`config.mk`:
```
export PLATFORM = sky130hd
export DESIGN_NAME = synth_serial_config_regs
export DESIGN_NICKNAME = d
export VERILOG_FILES = /design/src/hdl/synth_serial_config_regs.v
export VERILOG_INCLUDE_DIRS = /design/src /design/src/hdl
export SDC_FILE = /design/constraint.sdc
export NUM_CORES = 1
export LEC_CHECK = 0
export BUFFER_PORTS_ARGS = -buffer_cell sky130_fd_sc_hd__buf_2
export CORE_MARGIN = 2
export CORE_UTILIZATION = 41
export CTS_CLUSTER_DIAMETER = 200
export DETAILED_ROUTE_END_ITERATION = 16
export SLEW_MARGIN = 30
export SYNTH_ARGS = -nofsm -noshare
export SYNTH_HDL_FRONTEND = slang
export SYNTH_SLANG_ARGS = --single-unit
```
`constraint.sdc`:
```
create_clock -name clk -period 1.9 [get_ports clk]
set_clock_uncertainty 0.15 [all_clocks]
set_input_delay 0 -clock clk [delete_from_list [all_inputs] [get_ports clk]]
set_output_delay 0 -clock clk [all_outputs]
set_load 0.01 [all_outputs]
```
`src/hdl/synth_cfg_defines.vh`:
```
// Field positions, codes and reset values for the synthesizer configuration bank.
`ifndef SYNTH_CFG_DEFINES_VH
`define SYNTH_CFG_DEFINES_VH
`define WORD_W 32
`define SEL_HI 2
`define SEL_LO 0
`define SEL_FREQ 3'h0
`define SEL_PPM 3'h1
`define SEL_REFLOOP 3'h2
`define SEL_CLKDIV 3'h3
`define SEL_OUTSTG 3'h4
`define SEL_LOCKPIN 3'h5
`define NUMER_HI 14
`define NUMER_LO 3
`define WHOLE_HI 30
`define WHOLE_LO 15
`define DBUF_EN_BIT 13
`define SLEEP_BIT 5
`define OUTDIV_HI 22
`define OUTDIV_LO 20
`define LOCKSEL_HI 23
`define LOCKSEL_LO 22
`define LOCK_LOW0 2'h0
`define LOCK_DIGITAL 2'h1
`define LOCK_LOW1 2'h2
`define LOCK_HIGH 2'h3
`define WORD_RESET 32'h0000_0000
`define PPM_DBUF_MASK 32'h07FF_FFF8
`define REF_DBUF_MASK 32'h03FF_DE00
`endif

```
`src/hdl/synth_serial_config_regs.v`:
```
// Three-wire serial configuration register bank with staged settings and lock pin select.
//
// Notes on behaviour
// (RL1) Words shift in MSB first, one bit per rising serial clock edge.
// (RL2) Load strobe rising edge copies the word into latch chosen by low three bits.
// (RL3) Frequency word holds 12-bit numerator in bits 14..3, 16-bit whole divider above.
// (RL4) Staged fields are held until the next frequency word write applies them.
// (RL5) Output divider bits staged only when reference word bit 13 is set.
// (RL6) Lock pin: 00 low, 01 digital lock, 10 low, 11 high.
// (RL7) Host writes the frequency word after changing any staged setting.
// (RL8) Sleep keeps registers, resets lock detect, serial input stays active.
// (RL9) Host writes reserved bits as shown and programs registers five down to zero; the bench writes registers 1, 4, 3, then 0 first.
`timescale 1ns/1ns
`default_nettype none
`include "synth_cfg_defines.vh"
module synth_serial_config_regs #(
    parameter W = `WORD_W
) (
    input wire clk,
    input wire rst,
    input wire sclk,
    input wire sdata,
    input wire load_strobe,
    input wire digital_lock_in,
    output reg [W-1:0] frequency_word,
    output reg [W-1:0] prescale_phase_modulus,
    output reg [W-1:0] reference_and_loop_control,
    output reg [W-1:0] clock_divider_control,
    output reg [W-1:0] output_stage_control,
    output reg [W-1:0] lock_pin_control,
    output reg [15:0] whole_divider,
    output reg [11:0] partial_numerator,
    output reg sleep_request,
    output reg lock_pin
);
    reg [2:0] sclk_s_r;
    reg [1:0] sdata_s_r;
    reg [2:0] le_s_r;
    reg [1:0] dl_s_r;
    reg [W-1:0] shift_r;
    reg [W-1:0] stage_ppm_r;
    reg [W-1:0] stage_ref_r;
    reg [2:0] stage_div_r;
    wire sclk_rise;
    wire le_rise;
    wire [2:0] sel;
    wire dbuf_en;
    wire [W-1:0] ppm_dbuf_mask;
    wire [W-1:0] ref_dbuf_mask;
    reg [W-1:0] shift_nxt;
    reg [W-1:0] freq_nxt;
    reg [W-1:0] ppm_nxt;
    reg [W-1:0] refloop_nxt;
    reg [W-1:0] clkdiv_nxt;
    reg [W-1:0] outstg_nxt;
    reg [W-1:0] lockctl_nxt;
    reg [W-1:0] stage_ppm_nxt;
    reg [W-1:0] stage_ref_nxt;
    reg [2:0] stage_div_nxt;
    reg [15:0] whole_nxt;
    reg [11:0] numer_nxt;
    reg sleep_nxt;
    reg lock_nxt;

    // Stage 0 feeds stage 1 only; edges are found between stages 1 and 2.
    assign sclk_rise = sclk_s_r[1] & ~sclk_s_r[2];
    assign le_rise = le_s_r[1] & ~le_s_r[2];
    assign sel = shift_r[`SEL_HI:`SEL_LO];
    assign dbuf_en = reference_and_loop_control[`DBUF_EN_BIT];
    // Only the marked fields of these two words wait for the frequency word.
    assign ppm_dbuf_mask = `PPM_DBUF_MASK;
    assign ref_dbuf_mask = `REF_DBUF_MASK;

    always @(posedge clk) begin
        if (rst) begin
            sclk_s_r <= 3'h0;
            sdata_s_r <= 2'h0;
            le_s_r <= 3'h0;
            dl_s_r <= 2'h0;
        end else begin
            sclk_s_r <= {sclk_s_r[1:0], sclk};
            sdata_s_r <= {sdata_s_r[0], sdata};
            le_s_r <= {le_s_r[1:0], load_strobe};
            dl_s_r <= {dl_s_r[0], digital_lock_in};
        end
    end

    // Shifting and latching keep working while asleep.
    always @* begin
        shift_nxt = shift_r;
        if (sclk_rise) begin
            shift_nxt = {shift_r[W-2:0], sdata_s_r[1]}; // RL1
        end
    end

    always @(posedge clk) begin
        if (rst) begin
            shift_r <= `WORD_RESET;
        end else begin
            shift_r <= shift_nxt;
        end
    end

    // A staged word keeps its whole copy, but only the marked fields are taken from it later.
    // Unmarked bits such as sleep and the staging enable act at once, so they never lag a write.
    always @* begin
        freq_nxt = frequency_word;
        ppm_nxt = prescale_phase_modulus;
        refloop_nxt = reference_and_loop_control;
        clkdiv_nxt = clock_divider_control;
        outstg_nxt = output_stage_control;
        lockctl_nxt = lock_pin_control;
        stage_ppm_nxt = stage_ppm_r;
        stage_ref_nxt = stage_ref_r;
        stage_div_nxt = stage_div_r;
        if (le_rise) begin
            case (sel) // RL2
                `SEL_FREQ: begin
                    freq_nxt = shift_r;
                    ppm_nxt = (prescale_phase_modulus & ~ppm_dbuf_mask) | (stage_ppm_r & ppm_dbuf_mask); // RL4
                    refloop_nxt = (reference_and_loop_control & ~ref_dbuf_mask)
                        | (stage_ref_r & ref_dbuf_mask); // RL4
                    outstg_nxt[`OUTDIV_HI:`OUTDIV_LO] = stage_div_r; // RL5
                end
                `SEL_PPM: begin
                    stage_ppm_nxt = shift_r; // RL4
                    ppm_nxt = (prescale_phase_modulus & ppm_dbuf_mask) | (shift_r & ~ppm_dbuf_mask); // RL4
                end
                `SEL_REFLOOP: begin
                    stage_ref_nxt = shift_r; // RL4
                    refloop_nxt = (reference_and_loop_control & ref_dbuf_mask) | (shift_r & ~ref_dbuf_mask); // RL4
                end
                `SEL_CLKDIV: begin
                    clkdiv_nxt = shift_r;
                end
                `SEL_OUTSTG: begin
                    stage_div_nxt = shift_r[`OUTDIV_HI:`OUTDIV_LO];
                    if (dbuf_en) begin
                        outstg_nxt = {shift_r[W-1:`OUTDIV_HI+1],
                            output_stage_control[`OUTDIV_HI:`OUTDIV_LO], shift_r[`OUTDIV_LO-1:0]}; // RL5
                    end else begin
                        outstg_nxt = shift_r; // RL5
                    end
                end
                `SEL_LOCKPIN: begin
                    lockctl_nxt = shift_r;
                end
                default: begin
                    freq_nxt = frequency_word;
                end
            endcase
        end
    end

    always @(posedge clk) begin
        if (rst) begin
            frequency_word <= `WORD_RESET;
            prescale_phase_modulus <= `WORD_RESET;
            reference_and_loop_control <= `WORD_RESET;
            clock_divider_control <= `WORD_RESET;
            output_stage_control <= `WORD_RESET;
            lock_pin_control <= `WORD_RESET;
            stage_ppm_r <= `WORD_RESET;
            stage_ref_r <= `WORD_RESET;
            stage_div_r <= 3'h0;
        end else begin
            frequency_word <= freq_nxt;
            prescale_phase_modulus <= ppm_nxt;
            reference_and_loop_control <= refloop_nxt;
            clock_divider_control <= clkdiv_nxt;
            output_stage_control <= outstg_nxt;
            lock_pin_control <= lockctl_nxt;
            stage_ppm_r <= stage_ppm_nxt;
            stage_ref_r <= stage_ref_nxt;
            stage_div_r <= stage_div_nxt;
        end
    end

    // Sleep, divider fields and the lock pin are registered from the live words.
    // In sleep the digital lock indication is held off, as its detector is reset.
    always @* begin
        whole_nxt = frequency_word[`WHOLE_HI:`WHOLE_LO]; // RL3
        numer_nxt = frequency_word[`NUMER_HI:`NUMER_LO]; // RL3
        sleep_nxt = reference_and_loop_control[`SLEEP_BIT]; // RL8
        case (lock_pin_control[`LOCKSEL_HI:`LOCKSEL_LO]) // RL6
            `LOCK_DIGITAL: lock_nxt = dl_s_r[1] & ~sleep_nxt; // RL8
            `LOCK_HIGH: lock_nxt = 1'b1;
            default: lock_nxt = 1'b0;
        endcase
    end

    always @(posedge clk) begin
        if (rst) begin
            whole_divider <= 16'h0000;
            partial_numerator <= 12'h000;
            sleep_request <= 1'b0;
            lock_pin <= 1'b0;
        end else begin
            whole_divider <= whole_nxt;
            partial_numerator <= numer_nxt;
            sleep_request <= sleep_nxt;
            lock_pin <= lock_nxt;
        end
    end
endmodule // synth_serial_config_regs
`default_nettype wire

```
==> impl_metrics.json, run 1 <==
{
  "status": "complete, no violations",
  "worstSetupStartpointType": "flop",
  "synth_cell_types": 27,
  "drt_iter0_markers": 530,
  "clk_pin_slew_ns": 0.06,
  "syn_nets": 1115,
  "ant_nets": 0,
  "grt_start_max_net_pins": 87,
  "tightestPinTransition_ns": 0.5193,
  "wl_um": 30570,
  "maxCapViolCount": 0,
  "fin_crit_ns": 1.797,
  "fmax_ghz": 0.5566,
  "via_per_inst": 5.097,
  "dr.pass1.iters": 5,
  "wl_per_cell_um": 18.18,
  "dpl_worst_slack_ns": 0.1269,
  "antenna_cells": 0,
  "cp.arrival_ns": 2.09,
  "end_kind": "flop",
  "min_from": "sclk",
  "io_buffers": 227,
  "ys_seq_area_frac": 0.5592,
  "cts_buffer_depth": 3,
  "fin_ws_ns": 0.1034,
  "grt_setup_unrepaired": "false",
  "drcViolationCount": 0,
  "layout_common_cells": "dfxtp_1, buf_2, nand2b_1, mux2i_1, o21ai_0",
  "cts_sinks": 307,
  "die_w_um": 167.7,
  "die-area_um2": 28130,
  "grt-ovfl-total": 0,
  "rows": 59,
  "area_growth_pct": 25.00,
  "grt_pass1_vias": 8090,
  "ys_ff_latch": 307,
  "final_common_cell": "dfxtp_1",
  "hold_viol_final": 0,
  "startpoint": "shift_r[2]",
  "grtUsageTotal": 0.2121,
  "nets": 1331,
  "drive_gt1_frac": 0.2405,
  "htree_levels": 2,
  "fin_crit_sh": 0.9456,
  "criticalPathCategory": "flop to flop",
  "finalSetupViolCount": 0,
  "critPathMaxFanout": 30,
  "ys_warn_count": 0,
  "place_congestion": 0.7889,
  "slew_headroom": 0.6538,
  "powerDensity_nw_per_um2": 964.3,
  "cts_buffers": 34,
  "core_um2": 26210,
  "critPathRequiredTime_ns": 2.19,
  "vdd_drop_max_uv": 669.6,
  "syn_avg_cell_area_um2": 9.910,
  "hold_class": "input port to flop",
  "rr_startpoint": "shift_r[2]",
  "clk-insertion-delay-late_ns": 0.52,
  "start_util": 0.4194,
  "hpwl_um": 19860,
  "power_leakage_uw": 0.006188,
  "slew_viol_final": 0,
  "netlist_instances": 1109,
  "cts_tree": "built",
  "antenna_found_initial": 0,
  "cts_setup_buffers": 0,
  "io_pins": 228,
  "vias": 8573,
  "die_y_um": 167.7,
  "grt_pass1_wl_um": 46950,
  "netlist_area_um2": 10990,
  "root_buffer": "clkbuf_16",
  "setup_tns_ns": 0
}
## registers in the layout, indices dropped and copies added, names as in the netlist, 12 cells and up
name,flops
clock_divider_control,32
frequency_word,32
lock_pin_control,32
output_stage_control,32
prescale_phase_modulus,32
reference_and_loop_control,32
shift_r,32
stage_ppm_r,24
stage_ref_r,16
whole_divider,16
partial_numerator,12
## cell families (layout without fill, tap and decap cells)
kind of cell | Yosys count | count (layout) | synth area share
flip-flops | 307 | 307 | 0.5592
AO/OA/AOI/OAI | 217 | 217 | 0.09984
buffers and inverters | 99 | 337 | 0.03689
multiplexers | 130 | 130 | 0.1184
AND/OR/NAND/NOR | 356 | 356 | 0.1857
## cell usage after synthesis
| master | number | area (um^2) |
|---|---|---|
| buf_2 | 18 | 90.09 |
| buf_4 | 1 | 7.510 |
| o22ai_1 | 3 | 18.77 |
| o21ai_1 | 15 | 75.07 |
| nand2_1 | 67 | 251.5 |
| nor2_1 | 6 | 22.52 |
| nor3b_2 | 1 | 12.51 |
| nand2b_1 | 165 | 1032 |
| nor4b_2 | 1 | 15.01 |
| and3b_1 | 3 | 26.28 |
| or2_1 | 2 | 12.51 |
| o21ai_0 | 107 | 535.5 |
| a21oi_1 | 89 | 445.4 |
| a211oi_1 | 3 | 22.52 |
| buf_6 | 1 | 11.26 |
| or3b_2 | 1 | 8.760 |
| mux2i_1 | 130 | 1301 |
| nand4_1 | 16 | 100.1 |
| or3b_1 | 1 | 8.760 |
| clkbuf_1 | 68 | 255.2 |
| and3_1 | 1 | 6.260 |
| inv_1 | 7 | 26.28 |
| nor3b_1 | 8 | 60.06 |
| dfxtp_1 | 307 | 6146 |
| nand3_1 | 33 | 165.2 |
| buf_1 | 4 | 15.01 |
| nor2b_1 | 51 | 319.1 |
## report_power, final
group          switching (uW)  leakage [uW]  internal [uW]
clock network            2550      0.000539           3950
registers                6.04       0.00247           6450
logic                     184       0.00318            107
total                    2740       0.00619          10500
## critical path: stages (launching register included)
cell,delay (ns)
dfxtp_1,0.33
buf_4,0.17
nor3b_4,0.34
buf_4,0.39
nand4_1,0.16
a21oi_1,0.18
## final cells by class
cell class                 count  area [um^2]
tap                          335        419.2
fill                        2405        12470
clock buffer                  49        968.4
inverter                       7        26.28
multi-input combinational    703         4468
timing repair buffer         272         1583
clock inverter                 9        127.6
sequential                   307         6146
## through the flow
stage | hold slack (ns) | cell area [um^2] | instances | util | power (uW)
detailed placement | 0.06694 | 12590 | 1619 | 0.4805 | 6879
finish | 0.09996 | 13740 | 1682 | 0.5242 | 13250
global route | 0.1270 | 13740 | 1682 | 0.5242 | 13670
floorplan | -0.02182 | 10990 | 1109 | - | 6787
global placement | 0.06686 | 12590 | 1619 | 0.4805 | 6879
CTS | 0.08464 | 13740 | 1682 | 0.5242 | 13370
## metal layers
metal | vias up | GRT usage | share of wire
met2 | 276 | 0.3323 | 0.45
met4 | 0 | 0.05709 | 0.017
li1 | 4180 | - | -
met1 | 4076 | 0.2940 | 0.47
met3 | 41 | 0.05058 | 0.067
met5 | - | 0 | 0
## what timing repair did
item | CTS | global route
setup endpoints to repair | 0 | 1
hold buffers | 5 | 0
endpoints found under the hold margin | 54 | 0
resized for setup | 0 | 1
## path summary, 6_finish.rpt
kind,endpoint,slack [ns],cells past startpoint
worst max-delay path,reference_and_loop_control[25],0.10,5
worst min-delay path,sclk_s_r[0],0.1,3
worst min register to register,sdata_s_r[1],0.29,1
worst max register to register,reference_and_loop_control[25],0.10,5
No activity file was read; power rests on OpenSTA's default activity.
==> run 2, diff against run 1 <==
--- a/config.mk
+++ b/config.mk
@@ -8,9 +8,10 @@
 export LEC_CHECK = 0
 export BUFFER_PORTS_ARGS = -buffer_cell sky130_fd_sc_hd__buf_2
 export CORE_MARGIN = 2
-export CORE_UTILIZATION = 41
+export CORE_UTILIZATION = 54
 export CTS_CLUSTER_DIAMETER = 200
 export DETAILED_ROUTE_END_ITERATION = 16
+export PLACE_DENSITY = 0.79
 export SLEW_MARGIN = 30
 export SYNTH_ARGS = -nofsm -noshare
 export SYNTH_HDL_FRONTEND = slang
==> run 2 against run 1 <==
Combinational power increased by 4%. Critical path type unchanged. Power decreased by 5.5%. Utilization increased by 15 points. Clock-buffer cell count decreased by 10. Final area decreased by 1.5%. Sequential share of layout area increased by 0.68 points. Sequential power about the same. Clock power decreased by 11%. Largest cell class unchanged. Critical path depth decreased by 1. Fmax increased by 2.3%. Hold slack got worse by 0.033 ns. Via count increased by 1.6%. Critical endpoint is now stage_ref_r[12].
==> impl_metrics.json, run 2 (synthesized netlist as in run 1, its figures left out) <==
{
  "antenna_cells": 0,
  "wl_per_cell_um": 17.83,
  "cp.arrival_ns": 2.01,
  "via_per_inst": 5.413,
  "slew_headroom": 0.6604,
  "vias": 8710,
  "fin_crit_ns": 1.757,
  "cts_buffers": 29,
  "final_cell_count_no_fill": 1609,
  "start_util": 0.5467,
  "htree_levels": 1,
  "grt_setup_unrepaired": "false",
  "grtUsageTotal": 0.2578,
  "grt-ovfl-total": 0,
  "hold_class": "input port to flop",
  "clk_pin_slew_ns": 0.06,
  "tightestPinTransition_ns": 0.5095,
  "cts_sinks": 307,
  "core_um2": 20100,
  "r2r_cells": 4,
  "die_y_um": 146.7,
  "area_growth_pct": 23.12,
  "switchingPower_uw": 2593,
  "slew_viol_final": 0,
  "cts_buffer_depth": 3,
  "grt_start_max_net_pins": 52,
  "rr_startpoint": "le_s_r[1]",
  "dr.pass1.iters": 5,
  "final_cell_area_um2": 13530,
  "clk-insertion-delay-late_ns": 0.54,
  "drcViolationCount": 0,
  "nets": 1326,
  "root_buffer": "clkbuf_16",
  "vdd_drop_max_uv": 656.5,
  "rows": 52,
  "swShare": 0.2071,
  "final_common_cell": "dfxtp_1",
  "holdPathStages": 3,
  "ant_nets": 0,
  "grt_pass1_vias": 8187,
  "dp_cells": 1551,
  "pwr-share-seq": 0.516,
  "fin_crit_sh": 0.9247,
  "p_int_uw": 9925,
  "critPathRequiredTime_ns": 2.15,
  "cts_tree": "built",
  "hold_viol_final": 0,
  "die_w_um": 146.7,
  "worstSetupStartpointType": "flop",
  "power_leakage_uw": 0.006112,
  "placed_cell_area_um2": 12510,
  "criticalPathCategory": "flop to flop",
  "power_frac_comb": 0.024,
  "fillers": 1596,
  "fmax_ghz": 0.5692,
  "p_total_uw": 12520,
  "dpl_worst_slack_ns": 0.1020,
  "status": "complete, no violations",
  "wl_um": 28690,
  "maxCapViolCount": 0,
  "layout_common_cells": "dfxtp_1, buf_2, nand2b_1, mux2i_1, o21ai_0",
  "p_clk_frac": 0.460,
  "drive_gt1_frac": 0.2390,
  "place_congestion": 0.7824,
  "fin_ws_ns": 0.1432,
  "die-area_um2": 21510,
  "critPathMaxFanout": 21,
  "grt_pass1_wl_um": 44580,
  "end_kind": "flop",
  "setup_tns_ns": 0,
  "powerDensity_nw_per_um2": 925.0,
  "min_from": "sclk",
  "finalSetupViolCount": 0,
  "startpoint": "le_s_r[1]",
  "hpwl_um": 18810,
  "io_pins": 228,
  "drt_iter0_markers": 487,
  "io_buffers": 227,
  "antenna_found_initial": 0
}
==> run 2: cell count changes in the layout (fill, tap and decap cells not counted) <==
cell        before  now
clkbuf_16       35   29
clkbuf_1        10    6
buf_4           33   30
buf_12           7    9
clkinvlp_4       0    2
inv_6            2    0
buf_6            0    1
clkinv_2         4    5
clkinv_4         0    1
o21ai_0        106  107
o21ai_1         16   15
==> run 2: worst paths after layout <==
check	end	slack [ns]
worst min-delay path	sclk_s_r[0]	0.07
worst min register to register	output_stage_control[2]	0.29
worst max-delay path	stage_ref_r[12]	0.14
worst max register to register	stage_ref_r[12]	0.14
==> run 2: metrics by stage <==
step                      utilization  hold slack [ns]
after floorplan                     -         -0.02182
after global placement         0.6224          0.06771
after detailed placement       0.6224          0.06599
after CTS                      0.6718          0.05798
after global routing           0.6731          0.09540
final                          0.6731          0.06734
==> run 2: repair_timing <==
action / 4_1_cts / 5_1_grt
endpoints found under the setup margin: 0 / 20
hold buffers: 5 / 0
resized for setup: 0 / 1
hold endpoints to repair: 69 / 0
setup buffers: 0 / 3
==> run 2: per-layer routing <==
| metal | wire [um] | part of all wire | GRT usage |
|---|---|---|---|
| met1 | 12680 | 0.44 | 0.3515 |
| met2 | 13450 | 0.47 | 0.4312 |
| met3 | 1927 | 0.067 | 0.03938 |
| met4 | 632 | 0.022 | 0.06505 |
| met5 | 0 | 0 | 0 |
==> run 2: final cells by class <==
class                   instances  area [um^2]  share of cell area
flip-flops and latches        307         6146              0.4542
multi-input cells             703         4468              0.3302
repair buffers                272         1612              0.1191
clock buffers                  39        803.3             0.05936
well taps                     270        337.8             0.02497
clock inverters                11        138.9             0.01026
inverters                       7        26.28            0.001942
==> run 2: power by group through the flow <==
stage / Combinational (uW) / Clock [uW] / Sequential, uW
finish: 303 / 5760 / 6450
global route: 322 / 6090 / 6450
CTS: 297 / 5810 / 6450
global placement: 285 / 0 / 6600
floorplan: 190 / 0 / 6600
detailed placement: 287 / 0 / 6600
==> run 2: critical path: stages (launching register included) <==
cell,delay [ns]
dfxtp_1,0.38
or3b_4,0.45
or2_1,0.24
buf_4,0.23
mux2i_1,0.16
